$ cat config.mk
export PLATFORM = sky130hd
export DESIGN_NAME = vecarb_top
export DESIGN_NICKNAME = d
export VERILOG_FILES = /design/src/logic/vecarb_pkg.sv /design/src/logic/vecarb_top.sv
export SDC_FILE = /design/constraint.sdc
export NUM_CORES = 1
export LEC_CHECK = 0
export BUFFER_PORTS_ARGS = -buffer_cell sky130_fd_sc_hd__buf_2
export CORE_MARGIN = 2
export CORE_UTILIZATION = 40
export CTS_CLUSTER_DIAMETER = 100
export CTS_CLUSTER_SIZE = 25
export DETAILED_ROUTE_END_ITERATION = 12
export PLACE_DENSITY = 0.73
export SLEW_MARGIN = 10
export SYNTH_ARGS = -nofsm -noshare
export SYNTH_HDL_FRONTEND = slang
export SYNTH_SLANG_ARGS = --single-unit
$ cat constraint.sdc
create_clock -name i_clk -period 12.25 [get_ports i_clk]
set_input_delay 1.225 -clock i_clk [delete_from_list [all_inputs] [get_ports i_clk]]
set_output_delay 1.225 -clock i_clk [all_outputs]
set_load 0.01 [all_outputs]
$ cat src/logic/vecarb_pkg.sv
// Purpose: Constants shared by the vectored interrupt arbiter
// Assumes: APB with 32-bit data, one aligned word per register
// Notes: Register offsets are byte addresses
package vecarb_pkg;
  // ----------------------------------------------------------------
  // Register offsets
  // ----------------------------------------------------------------
  localparam logic [7:0] OFF_IRQ_EN_LOW = 8'h00;
  localparam logic [7:0] OFF_IRQ_EN_HIGH = 8'h04;
  localparam logic [7:0] OFF_PRIO0 = 8'h08;
  localparam logic [7:0] OFF_PRIO5 = 8'h1C;
  localparam logic [7:0] OFF_SOFT_REQ = 8'h20;
  localparam logic [7:0] OFF_SOFT_EN = 8'h24;
  localparam logic [7:0] OFF_INT_STATUS = 8'h28;
  localparam logic [7:0] OFF_INT_CLEAR = 8'h2C;
  localparam logic [7:0] OFF_INT_ENABLE = 8'h30;
  localparam logic [7:0] OFF_ARB_STATE = 8'h34;
  // ----------------------------------------------------------------
  // Field positions and reset values
  // ----------------------------------------------------------------
  localparam int GLOBAL_EN_BIT = 7;
  localparam int PRIO_LO_POS = 0;
  localparam int PRIO_HI_POS = 4;
  localparam logic [7:0] EN_RESET = 8'h00;
  localparam logic [2:0] PRIO_RESET = 3'h0;
  localparam int STS_EVENT_TAKEN = 0;
  localparam int STS_EXC_TAKEN = 1;
  localparam int STS_BITS = 2;
  // ----------------------------------------------------------------
  // Source counts
  // ----------------------------------------------------------------
  localparam int NUM_EVENTS = 9;
  localparam int NUM_SOFT = 7;
  localparam int NUM_MASKABLE = 16;
  localparam int NUM_HW_EXC = 6;
  // ----------------------------------------------------------------
  // Vector layout (byte addresses of four-byte slots)
  // ----------------------------------------------------------------
  localparam logic [15:0] VEC_EXC_BASE = 16'h0000;
  localparam logic [15:0] VEC_TRAP_BASE = 16'h0040;
  localparam logic [15:0] VEC_TIMER_BASE = 16'h0080;
  localparam logic [15:0] VEC_UART_BASE = 16'h00A0;
  localparam logic [15:0] VEC_SOFT_BASE = 16'h0100;
  localparam int NUM_TIMER_EXT = 5;
endpackage

$ cat src/logic/vecarb_top.sv
// Purpose: Vectored interrupt arbiter with APB register access
// Assumes: Request flags come from logic on i_clk; core acks vectors
// Notes: Exceptions and traps outrank every maskable source
`timescale 1ns/10ps
module vecarb_top #(
  parameter int P_ADDR_W = 8 // APB address width
) (
  input wire logic i_clk, // 50 MHz clock
  input wire logic i_srst, // Synchronous reset, active high
  input wire logic i_psel, // APB select
  input wire logic i_penable, // APB enable
  input wire logic i_pwrite, // APB write
  input wire logic [P_ADDR_W-1:0] i_paddr, // APB byte address
  input wire logic [31:0] i_pwdata, // APB write data
  output logic [31:0] o_prdata, // APB read data
  output logic o_pready, // APB ready
  output logic o_pslverr, // APB error on unmapped address
  input wire logic i_ext_irq0_flag, // External 0 request
  input wire logic i_timer0_overflow_flag, // Timer 0 request
  input wire logic i_ext_irq1_flag, // External 1 request
  input wire logic i_timer1_overflow_flag, // Timer 1 request
  input wire logic i_timer2_overflow_flag, // Timer 2 overflow
  input wire logic i_timer2_external_flag, // Timer 2 external
  input wire logic i_uart0_rx_flag, // UART0 receive
  input wire logic i_uart0_tx_flag, // UART0 transmit
  input wire logic i_uart1_rx_flag, // UART1 receive
  input wire logic i_uart1_tx_flag, // UART1 transmit
  input wire logic [5:0] i_exc_req, // Reset, bkpt, trace, stk, div0, return_from_irq
  input wire logic i_trap_req, // Trap instruction request
  input wire logic [3:0] i_trap_num, // Trap number
  input wire logic [3:0] i_core_prio, // Core execution priority
  input wire logic i_irq_ack, // Core takes presented vector
  output logic o_irq_req, // Vector request to core
  output logic [15:0] o_irq_vector, // Vector slot address
  output logic [3:0] o_irq_prio, // Priority of presented request
  output logic o_irq_exc, // Presented request is exception/trap
  output logic o_int // Summary interrupt, level
);
  // ----------------------------------------------------------------
  // Parameter check
  // ----------------------------------------------------------------
  if (P_ADDR_W < 8) begin : g_chk
    $error("vecarb_top: P_ADDR_W must be at least 8");
  end

  // ----------------------------------------------------------------
  // Registers
  // ----------------------------------------------------------------
  logic [7:0] en_low_r;
  logic [7:0] en_high_r;
  logic [2:0] prio_r [vecarb_pkg::NUM_EVENTS];
  logic [6:0] soft_req_r;
  logic [6:0] soft_en_r;
  logic [vecarb_pkg::STS_BITS-1:0] sts_r;
  logic [vecarb_pkg::STS_BITS-1:0] sts_nxt;
  logic [vecarb_pkg::STS_BITS-1:0] ien_r;
  logic [31:0] rdata_r;
  logic req_r;
  logic [15:0] vec_r;
  logic [3:0] oprio_r;
  logic exc_r;

  // ----------------------------------------------------------------
  // APB decode
  // ----------------------------------------------------------------
  logic [7:0] addr;
  logic setup;
  logic wr_acc;
  logic prio_hit;
  logic [2:0] prio_idx;
  logic mapped;
  assign addr = i_paddr[7:0];
  assign setup = i_psel & ~i_penable;
  assign wr_acc = i_psel & i_penable & i_pwrite & mapped;
  assign prio_hit = (addr >= vecarb_pkg::OFF_PRIO0) &&
                    (addr <= vecarb_pkg::OFF_PRIO5) && (addr[1:0] == 2'b00);
  assign prio_idx = 3'(addr - vecarb_pkg::OFF_PRIO0 >> 2);
  assign mapped = ((i_paddr >> 8) == '0) && (prio_hit ||
    addr == vecarb_pkg::OFF_IRQ_EN_LOW || addr == vecarb_pkg::OFF_IRQ_EN_HIGH ||
    addr == vecarb_pkg::OFF_SOFT_REQ || addr == vecarb_pkg::OFF_SOFT_EN ||
    addr == vecarb_pkg::OFF_INT_STATUS || addr == vecarb_pkg::OFF_INT_CLEAR ||
    addr == vecarb_pkg::OFF_INT_ENABLE || addr == vecarb_pkg::OFF_ARB_STATE);
  assign o_pready = 1'b1;
  assign o_pslverr = i_psel & i_penable & ~mapped;

  // ----------------------------------------------------------------
  // Request vector and effective priorities
  // ----------------------------------------------------------------
  logic [vecarb_pkg::NUM_EVENTS-1:0] ev_flag;
  logic [vecarb_pkg::NUM_EVENTS-1:0] ev_en;
  logic global_event_enable;
  logic [vecarb_pkg::NUM_MASKABLE-1:0] mreq;
  logic [3:0] mprio [vecarb_pkg::NUM_MASKABLE];
  logic [15:0] mvec [vecarb_pkg::NUM_MASKABLE];
  assign global_event_enable = en_low_r[vecarb_pkg::GLOBAL_EN_BIT];
  // Flags in arbitration rank order, timer 2 is OR of both flags
  assign ev_flag = {i_uart1_tx_flag, i_uart1_rx_flag, i_uart0_tx_flag,
                    i_uart0_rx_flag,
                    i_timer2_overflow_flag | i_timer2_external_flag,
                    i_timer1_overflow_flag, i_ext_irq1_flag,
                    i_timer0_overflow_flag, i_ext_irq0_flag};
  assign ev_en = {en_high_r[3:0], en_low_r[4:0]};

  // Per-source request, priority and vector
  for (genvar g = 0; g < vecarb_pkg::NUM_MASKABLE; g++) begin : g_src
    if (g < vecarb_pkg::NUM_EVENTS) begin : g_ev
      // Gated by own and global enable
      assign mreq[g] = ev_flag[g] & ev_en[g] & global_event_enable;
      // Nonzero field gets top bit set
      assign mprio[g] = (prio_r[g] == 3'h0) ? 4'h0 : {1'b1, prio_r[g]};
      if (g < vecarb_pkg::NUM_TIMER_EXT) begin : g_te
        assign mvec[g] = vecarb_pkg::VEC_TIMER_BASE + 16'(4 * g);
      end else begin : g_ua
        assign mvec[g] = vecarb_pkg::VEC_UART_BASE +
          16'(4 * (g - vecarb_pkg::NUM_TIMER_EXT));
      end
    end else begin : g_sw
      localparam int N = g - vecarb_pkg::NUM_EVENTS;
      // Software request n+1 has fixed priority n+1
      assign mreq[g] = soft_req_r[N] & soft_en_r[N];
      assign mprio[g] = 4'(N + 1);
      assign mvec[g] = vecarb_pkg::VEC_SOFT_BASE + 16'(4 * N);
    end
  end

  // ----------------------------------------------------------------
  // Maskable arbitration: highest priority, lowest rank on ties
  // ----------------------------------------------------------------
  logic win_valid;
  logic [3:0] win_prio;
  logic [15:0] win_vec;
  always_comb begin
    win_valid = 1'b0;
    win_prio = 4'h0;
    win_vec = 16'h0000;
    for (int k = 0; k < vecarb_pkg::NUM_MASKABLE; k++) begin
      // Strict compare keeps the lower rank on equal priority
      if (mreq[k] && mprio[k] != 4'h0 &&
          (!win_valid || mprio[k] > win_prio)) begin
        win_valid = 1'b1;
        win_prio = mprio[k];
        win_vec = mvec[k];
      end
    end
  end

  // ----------------------------------------------------------------
  // Exception and trap selection, no enable gating
  // ----------------------------------------------------------------
  logic exc_valid;
  logic [15:0] exc_vec;
  always_comb begin
    exc_valid = 1'b0;
    exc_vec = 16'h0000;
    if (i_trap_req) begin
      exc_valid = 1'b1;
      exc_vec = vecarb_pkg::VEC_TRAP_BASE + {10'h000, i_trap_num, 2'b00};
    end
    // Reset first, then hardware traps in order
    for (int k = vecarb_pkg::NUM_HW_EXC - 1; k >= 0; k--) begin
      if (i_exc_req[k]) begin
        exc_valid = 1'b1;
        exc_vec = vecarb_pkg::VEC_EXC_BASE + 16'(4 * k);
      end
    end
  end

  // Presented request: exceptions first, events above core priority
  logic mask_ok;
  logic pick_req;
  assign mask_ok = win_valid && (win_prio > i_core_prio);
  assign pick_req = exc_valid | mask_ok;

  // ----------------------------------------------------------------
  // Vector output registers
  // ----------------------------------------------------------------
  always_ff @(posedge i_clk) begin
    if (i_srst) begin
      req_r <= 1'b0;
      vec_r <= 16'h0000;
      oprio_r <= 4'h0;
      exc_r <= 1'b0;
    end else begin
      req_r <= pick_req;
      vec_r <= exc_valid ? exc_vec : (mask_ok ? win_vec : 16'h0000);
      oprio_r <= exc_valid ? 4'hF : (mask_ok ? win_prio : 4'h0);
      exc_r <= exc_valid;
    end
  end
  assign o_irq_req = req_r;
  assign o_irq_vector = vec_r;
  assign o_irq_prio = oprio_r;
  assign o_irq_exc = exc_r;

  // ----------------------------------------------------------------
  // Configuration registers
  // ----------------------------------------------------------------
  always_ff @(posedge i_clk) begin
    if (i_srst) begin
      en_low_r <= vecarb_pkg::EN_RESET;
      en_high_r <= vecarb_pkg::EN_RESET;
      soft_req_r <= 7'h00;
      soft_en_r <= 7'h00;
    end else if (wr_acc) begin
      if (addr == vecarb_pkg::OFF_IRQ_EN_LOW) begin
        en_low_r <= i_pwdata[7:0] & 8'h9F;
      end
      if (addr == vecarb_pkg::OFF_IRQ_EN_HIGH) begin
        en_high_r <= {4'h0, i_pwdata[3:0]};
      end
      if (addr == vecarb_pkg::OFF_SOFT_REQ) begin
        soft_req_r <= i_pwdata[6:0];
      end
      if (addr == vecarb_pkg::OFF_SOFT_EN) begin
        soft_en_r <= i_pwdata[6:0];
      end
    end
  end

  // Priority fields, three bits kept per source
  logic [3:0] prio_reg_of [vecarb_pkg::NUM_EVENTS];
  logic [vecarb_pkg::NUM_EVENTS-1:0] prio_hi_of;
  assign prio_reg_of = '{4'd0, 4'd0, 4'd1, 4'd1, 4'd2,
                         4'd4, 4'd4, 4'd5, 4'd5};
  assign prio_hi_of = 9'b1_0100_1010;
  for (genvar p = 0; p < vecarb_pkg::NUM_EVENTS; p++) begin : g_prio
    always_ff @(posedge i_clk) begin
      if (i_srst) begin
        prio_r[p] <= vecarb_pkg::PRIO_RESET;
      end else if (wr_acc && prio_hit && prio_idx == prio_reg_of[p][2:0]) begin
        prio_r[p] <= prio_hi_of[p] ?
          i_pwdata[vecarb_pkg::PRIO_HI_POS +: 3] :
          i_pwdata[vecarb_pkg::PRIO_LO_POS +: 3];
      end
    end
  end

  // ----------------------------------------------------------------
  // Interrupt status: set wins over clear
  // ----------------------------------------------------------------
  logic [vecarb_pkg::STS_BITS-1:0] sts_set;
  logic [vecarb_pkg::STS_BITS-1:0] sts_clr;
  assign sts_set[vecarb_pkg::STS_EVENT_TAKEN] = i_irq_ack & req_r & ~exc_r;
  assign sts_set[vecarb_pkg::STS_EXC_TAKEN] = i_irq_ack & req_r & exc_r;
  assign sts_clr = (wr_acc && addr == vecarb_pkg::OFF_INT_CLEAR) ?
                   i_pwdata[vecarb_pkg::STS_BITS-1:0] : '0;
  assign sts_nxt = (sts_r & ~sts_clr) | sts_set;
  always_ff @(posedge i_clk) begin
    if (i_srst) begin
      sts_r <= '0;
      ien_r <= '0;
    end else begin
      sts_r <= sts_nxt;
      if (wr_acc && addr == vecarb_pkg::OFF_INT_ENABLE) begin
        ien_r <= i_pwdata[vecarb_pkg::STS_BITS-1:0];
      end
    end
  end
  assign o_int = |(sts_r & ien_r);

  // ----------------------------------------------------------------
  // Read data, captured in the setup cycle
  // ----------------------------------------------------------------
  logic [7:0] prio_word;
  logic [31:0] rd_mux;
  assign prio_word =
    (prio_idx == 3'd0) ? {1'b0, prio_r[1], 1'b0, prio_r[0]} :
    (prio_idx == 3'd1) ? {1'b0, prio_r[3], 1'b0, prio_r[2]} :
    (prio_idx == 3'd2) ? {5'h00, prio_r[4]} :
    (prio_idx == 3'd4) ? {1'b0, prio_r[6], 1'b0, prio_r[5]} :
    (prio_idx == 3'd5) ? {1'b0, prio_r[8], 1'b0, prio_r[7]} : 8'h00;
  assign rd_mux =
    (addr == vecarb_pkg::OFF_IRQ_EN_LOW) ? {24'h00_0000, en_low_r} :
    (addr == vecarb_pkg::OFF_IRQ_EN_HIGH) ? {24'h00_0000, en_high_r} :
    prio_hit ? {24'h00_0000, prio_word} :
    (addr == vecarb_pkg::OFF_SOFT_REQ) ? {25'h000_0000, soft_req_r} :
    (addr == vecarb_pkg::OFF_SOFT_EN) ? {25'h000_0000, soft_en_r} :
    (addr == vecarb_pkg::OFF_INT_STATUS) ? {30'h0000_0000, sts_r} :
    (addr == vecarb_pkg::OFF_INT_ENABLE) ? {30'h0000_0000, ien_r} :
    (addr == vecarb_pkg::OFF_ARB_STATE) ?
      {9'h000, exc_r, req_r, oprio_r, vec_r, 1'b0} : 32'h0000_0000;
  always_ff @(posedge i_clk) begin
    if (i_srst) begin
      rdata_r <= 32'h0000_0000;
    end else if (setup) begin
      rdata_r <= (mapped && !i_pwrite) ? rd_mux : 32'h0000_0000;
    end
  end
  assign o_prdata = rdata_r;

endmodule // vecarb_top

# Yosys cells after proc, flatten, opt, wreduce, memory -nomap -nowiden
# Memories as Yosys holds them, arrays and structs flattened.
# Index checks and enable logic that the tools add are counted.
[op_classes]
add_sub_neg = 2
magnitude_cmp = 18
n_eq_ne = 11
mux = 116
bitwise_logic = 51
reduce_logical = 101
[ops]
columns = ["cell", "n"]
rows = [
  ["16-bit 2-to-1 mux", 20],
  ["23-bit 2-to-1 mux", 9],
  ["4-bit 2-to-1 mux", 27],
  ["8-bit by 6-bit equality test with 1-bit output, second input constant", 6],
  ["1-bit 2-to-1 mux", 40],
  ["8-bit 2-to-1 mux", 5],
  ["4-bit > comparator", 9],
  ["1-bit logical AND", 36],
  ["4-bit nonzero test", 9],
  ["7-bit 2-to-1 mux", 5],
  ["1-bit AND", 33],
  ["3-bit zero test", 10],
  ["3-bit 2-to-1 mux", 9],
  ["1-bit logical OR", 23],
  ["3-bit by 4-bit > comparator with 1-bit output, first input constant", 4],
  ["1-bit zero test", 16],
  ["1-bit bitwise OR", 11],
  ["7-bit by 6-bit adder with 8-bit output, first input constant", 1],
  ["8-bit by 3-bit equality test with 1-bit output, second input constant", 1],
  ["8-bit by 4-bit greater-or-equal comparator with 1-bit output, second input constant", 1],
  ["2-bit by 4-bit > comparator with 1-bit output, first input constant", 2],
  ["8-bit by 5-bit <= comparator with 1-bit output, second input constant", 1],
  ["8-bit zero test", 1],
  ["2-bit AND reduction", 4],
  ["12 further kinds", 16],
]
[word_totals]
register_bits = 82
ramBits = 27
output_inout_bits = 57
wordCells = 311
n_memories = 1
[mem_list]
columns = ["memory", "words", "word_bits", "rd", "rd_clocked_by_memory_dff", "wr", "line", "source"]
rows = [
  ["prio_r", 9, 3, 9, 0, 9, "vecarb_top.sv:51", "logic [2:0] prio_r [vecarb_pkg::NUM_EVENTS];"],
]

# Logic depth before layout (Yosys ltp)
# An unclocked memory read counts as a cell.
[logic_depth]
word_depth = 70
mapped_depth = 74

# Least setup slack after synthesis
# Ideal clock, no wire load.
[synth_path]
path_type = "input port to flip-flop"
start = "input i_ext_irq0_flag"
end = "register vec_r[5], in the netlist o_irq_vector[5]"
setup_ns = 0.122
arrival_time_ns = 13.194
required_ns = 12.128
setup_slack_ns = -1.065
cell_stages = 69
n_path_buf = 2
cell_sequence = "and3_1 > nand2b_1 > ha_1 > and4_1 > a21oi_1 > o311ai_0 > and2_1 > ha_1 > nor2b_1 > o211ai_1 > a211oi_1 > o21ba_2 > a31oi_1 > inv_1 > ha_1 > nor2b_1 > o21ai_0 > a32oi_1 > [33 not listed] > a31oi_2 > ha_1 > nor2b_1 > o21a_1 > o21a_1 > o21ai_0 > a21oi_1 > a22oi_1 > a21o_1 > o21ai_1 > ha_1 > nor2b_1 > o21a_1 > o21a_1 > o21ai_0 > a21o_1 > or2_2 > o21ai_0"
[synth_between]
elab_chain_len = 68
elab_cells_between_ends = 114
[synth_lines]
columns = ["element", "line", "source"]
rows = [
  ["start, declared", "vecarb_top.sv:18", "input wire logic i_ext_irq0_flag,"],
  ["1-bit AND (*) (2 in a row)", "vecarb_top.sv:108", "assign mreq[g] = ev_flag[g] & ev_en[g] & global_event_enable;"],
  ["1-bit logical AND (*)", "vecarb_top.sv:138", "if (mreq[k] && mprio[k] != 4'h0 &&"],
  ["4-bit 2-to-1 mux or 1-bit 2-to-1 mux (tied branches)", "vecarb_top.sv:138", ""],
  ["4-bit > comparator or 1-bit zero test (tied branches)", "vecarb_top.sv:139", "(!win_valid || mprio[k] > win_prio)) begin"],
  ["1-bit logical OR", "vecarb_top.sv:139", ""],
  ["1-bit logical AND", "vecarb_top.sv:138", ""],
  ["4-bit 2-to-1 mux or 1-bit 2-to-1 mux (tied branches)", "vecarb_top.sv:138", ""],
  ["4-bit > comparator or 1-bit zero test (tied branches)", "vecarb_top.sv:139", ""],
  ["[50 not listed]", "-", ""],
  ["4-bit 2-to-1 mux or 1-bit 2-to-1 mux (tied branches)", "vecarb_top.sv:138", ""],
  ["3-bit by 4-bit > comparator with 1-bit output or 1-bit zero test (tied branches)", "vecarb_top.sv:139", ""],
  ["1-bit logical OR", "vecarb_top.sv:139", ""],
  ["1-bit logical AND", "vecarb_top.sv:138", ""],
  ["4-bit 2-to-1 mux", "vecarb_top.sv:138", ""],
  ["4-bit > comparator", "vecarb_top.sv:171", "assign mask_ok = win_valid && (win_prio > i_core_prio);"],
  ["1-bit logical AND", "vecarb_top.sv:171", ""],
  ["16-bit 2-to-1 mux (*) (2 in a row)", "vecarb_top.sv:185", "vec_r <= exc_valid ? exc_vec : (mask_ok ? win_vec : 16'h0000);"],
  ["end signal, assigned", "vecarb_top.sv:185", ""],
  ["end, declared", "vecarb_top.sv:59", "logic [15:0] vec_r;"],
]
# Every way passes the cells marked *; elsewhere a longest branch is shown, timed or not.
# A chain may end at the register's enable or synchronous reset.

# Worst setup path after layout
[layout_path]
start = "input i_ext_irq0_flag"
end = "register oprio_r[1], in the netlist o_irq_prio[1]"
[layout_between]
elab_chain_len = 68
elab_cells_between_ends = 99
[layout_lines]
columns = ["element", "line", "source"]
rows = [
  ["1-bit AND (*) (2 in a row)", "vecarb_top.sv:108", ""],
  ["1-bit logical AND (*)", "vecarb_top.sv:138", ""],
  ["4-bit 2-to-1 mux or 1-bit 2-to-1 mux (tied branches)", "vecarb_top.sv:138", ""],
  ["4-bit > comparator or 1-bit zero test (tied branches)", "vecarb_top.sv:139", ""],
  ["1-bit logical OR", "vecarb_top.sv:139", ""],
  ["1-bit logical AND", "vecarb_top.sv:138", ""],
  ["4-bit 2-to-1 mux or 1-bit 2-to-1 mux (tied branches)", "vecarb_top.sv:138", ""],
  ["4-bit > comparator or 1-bit zero test (tied branches)", "vecarb_top.sv:139", ""],
  ["[50 not listed]", "-", ""],
  ["4-bit 2-to-1 mux or 1-bit 2-to-1 mux (tied branches)", "vecarb_top.sv:138", ""],
  ["3-bit by 4-bit > comparator with 1-bit output or 1-bit zero test (tied branches)", "vecarb_top.sv:139", ""],
  ["1-bit logical OR", "vecarb_top.sv:139", ""],
  ["1-bit logical AND", "vecarb_top.sv:138", ""],
  ["4-bit 2-to-1 mux", "vecarb_top.sv:138", ""],
  ["4-bit > comparator", "vecarb_top.sv:171", ""],
  ["1-bit logical AND", "vecarb_top.sv:171", ""],
  ["4-bit 2-to-1 mux (*) (2 in a row)", "vecarb_top.sv:186", "oprio_r <= exc_valid ? 4'hF : (mask_ok ? win_prio : 4'h0);"],
  ["end signal, assigned", "vecarb_top.sv:186", ""],
  ["end, declared", "vecarb_top.sv:60", "logic [3:0] oprio_r;"],
]
# Marks and branches as above.

==> results.cfg <==
[status]
status = finished with violations
failed_checks = setup timing

[route]
drt-total-wl_um = 16500
drtPass1Iterations = 6
route.detailed.drc = 0
ant_nets = 0
vias = 5433
wl_per_cell_um = 16.9
viasPerCell = 5.57
drt_iter0_markers = 399

[power]
leakage_nw = 2.98
power.total_mw = 0.609
pwr_density_cell_nw_per_um2 = 83.0
ir_drop_uv = 79.3

[sta]
finalSetupTns_ps = -4040
finalCriticalPeriod_ps = 12690
rsz0062_at_grt = yes
final_max_slew_viol_count = 0
whs_ps = 482
fin_skew_ps = 6.80
setup_ws_ps = -436
final-setup-viol-count = 11
hold_violations = 0
max_freq_ghz = 0.0788
tightest_slew_ps = 1030
fin_crit_sh = 1.04
maxSlewHeadroom = 0.310

[finish]
final_common_cell = nor2_1
area_growth_pct = 27.9
multi_input_area_um2 = 3790
nNetsFinal = 898
layout_common_cells = 78 x nor2_1, 76 x buf_2, 74 x buf_4
fillers = 1264
utilization = 0.527
regArea_um2 = 1950
num_antenna_cells = 0
drive_above_1_share = 0.328

[synth]
syn_area_um2 = 5740
synthArstFlopShare = 0
synth-seq-cells = 84
synth_cells = 666
synthDistinctLibCells = 77
ys.flop_type = dfxtp_1
ys_warn_count = 0
ys_seq_area_frac = 0.340
synth_edf_count = 27
synth.avg_cell_area_um2 = 8.62

[clock_network]
htreeDepth = 3
cts_sinks = 84
cts_buffers = 9
cts-root-buf = clkbuf_16
ctsLongestPathBuffers = 2
clock_latency_ps = 330
cts_tree = done
holdBufCountCts = 0
clkTransAtPathRegs_ps = 60

[setup_path]
slowest_delay_ps = 320
critPathMaxFanout = 5
cpMostUsedCell = o21a_1
critPathRequiredTime_ps = 12430
start_kind = primary input
critical_path_class = primary input to flip-flop
worstSetupEndpointType = flip-flop
slowest_stage = mux2_4
arrival_ps = 12870

[grt]
grt_usage = 0.209
grt_max_degree = 53
grt_pass1_wl_um = 25000
grt-ovfl-total = 0
antenna_found_initial = 0
grt_pass1_vias = 4875

[floorplanning]
initial_core_util = 0.412
core.rowCount = 43
dieArea_um2 = 15300
ioPinCount = 128
dieWidth_um = 124
coreArea_um2 = 13900
fp.dieH_um = 124

[place]
dpl_worst_slack_ps = -905
gp_congestion = 0.886
hpwl_um = 12400
place.port_buffers = 77

[flow_run]
maxCapViolations = 0

[min_path]
holdCritPathClass = flip-flop to flip-flop
-- registers in the layout (all words and copies together) (netlist names) --
| name | flops |
|---|---|
| prio_r | 27 |
| o_prdata | 16 |
| o_irq_vector | 7 |
| soft_en_r | 7 |
| soft_req_r | 7 |
| en_low_r | 6 |
| en_high_r | 4 |
| o_irq_prio | 4 |
| ien_r | 2 |
| sts_r | 2 |
| o_irq_exc | 1 |
| o_irq_req | 1 |
-- logic make-up after synthesis --
logic type                 share of synthesized area
muxes                                         0.0608
and+or+nand+nor                                0.227
buffers and inverters                         0.0804
AOI/OAI and AO/OA                              0.212
other                                        0.00131
DFF                                            0.340
adders and majority gates                     0.0785
-- final timing paths --
kind,cells after the start,to,slack (ps),start
max,70,o_irq_prio[1]$_SDFF_PP0_,-440,i_ext_irq0_flag
min,2,o_prdata[3]$_SDFFE_PP0P_,480,o_prdata[3]$_SDFFE_PP0P_
max reg2reg,69,o_irq_prio[1]$_SDFF_PP0_,-100,prio_r[0][0]$_SDFFCE_PN0P_
min reg2reg,2,o_prdata[3]$_SDFFE_PP0P_,480,o_prdata[3]$_SDFFE_PP0P_
-- Yosys cell counts, types with 4 or more instances --
| library cell | count | area share |
|---|---|---|
| a21oi_1 | 49 | 0.043 |
| nand2_1 | 40 | 0.026 |
| and4_1 | 6 | 0.0092 |
| nor3_1 | 13 | 0.011 |
| or4_1 | 4 | 0.0052 |
| a21o_1 | 4 | 0.0052 |
| a222oi_1 | 7 | 0.012 |
| mux2i_1 | 27 | 0.047 |
| o21ai_0 | 21 | 0.018 |
| o21ai_1 | 5 | 0.0044 |
| a211oi_1 | 6 | 0.0078 |
| and2_1 | 29 | 0.032 |
| o21a_1 | 12 | 0.016 |
| edfxtp_1 | 27 | 0.14 |
| inv_1 | 26 | 0.017 |
| a22oi_1 | 14 | 0.018 |
| nor2b_1 | 11 | 0.012 |
| nand3_1 | 11 | 0.0096 |
| clkbuf_1 | 33 | 0.022 |
| ha_1 | 36 | 0.078 |
| and3_1 | 12 | 0.013 |
| nor3_2 | 4 | 0.0070 |
| nand4_1 | 9 | 0.0098 |
| dfxtp_1 | 57 | 0.20 |
| o211ai_1 | 9 | 0.012 |
| or3_1 | 6 | 0.0065 |
| nor2_1 | 81 | 0.053 |
| a31oi_1 | 7 | 0.0076 |
| buf_4 | 27 | 0.035 |
| nand2b_1 | 5 | 0.0055 |
-- stage by stage --
step | cell area (um^2) | instances
floorplan | 5980 | 690
global placement | 6680 | 942
detailed placement | 6680 | 942
CTS | 7120 | 968
global route | 7340 | 976
finish | 7340 | 976
-- worst max-delay path, delay by kind of cell --
kind	cells	cell delay (ps)
fa+ha+maj	9	2290
simple gates	16	2010
buf+inv	5	540
mux	1	320
compound gates	39	6450
-- what timing repair did --
| action | CTS | global route |
|---|---|---|
| hold endpoints to repair | 0 | 0 |
| setup endpoints to repair | 11 | 11 |
| setup buffers | 10 | 8 |
| gates resized for setup | 18 | 37 |
| pin swaps | 12 | 33 |
-- layer usage --
metal / up-vias / global-route usage / part of all wire
li1: 2647 / - / -
met1: 2532 / 0.290 / 0.44
met2: 227 / 0.337 / 0.47
met3: 27 / 0.0366 / 0.074
met4: 0 / 0.0547 / 0.018
met5: - / 0 / 0
-- report_power, final --
group          leakage [nW]  switching, mW  internal (mW)
combinational          2.13         0.0380         0.0238
sequential            0.718        0.00795          0.294
clock                 0.137          0.108          0.138
-- layout make-up --
| cell class | count | share of cell area |
|---|---|---|
| repair buffers | 155 | 0.136 |
| clock inverters | 7 | 0.00647 |
| flip-flops and latches | 84 | 0.266 |
| well taps | 180 | 0.0307 |
| multi-input cells | 513 | 0.516 |
| clock buffers | 9 | 0.0307 |
| inverters | 28 | 0.0143 |
Note: power is estimated with default switching activity, not from simulation.
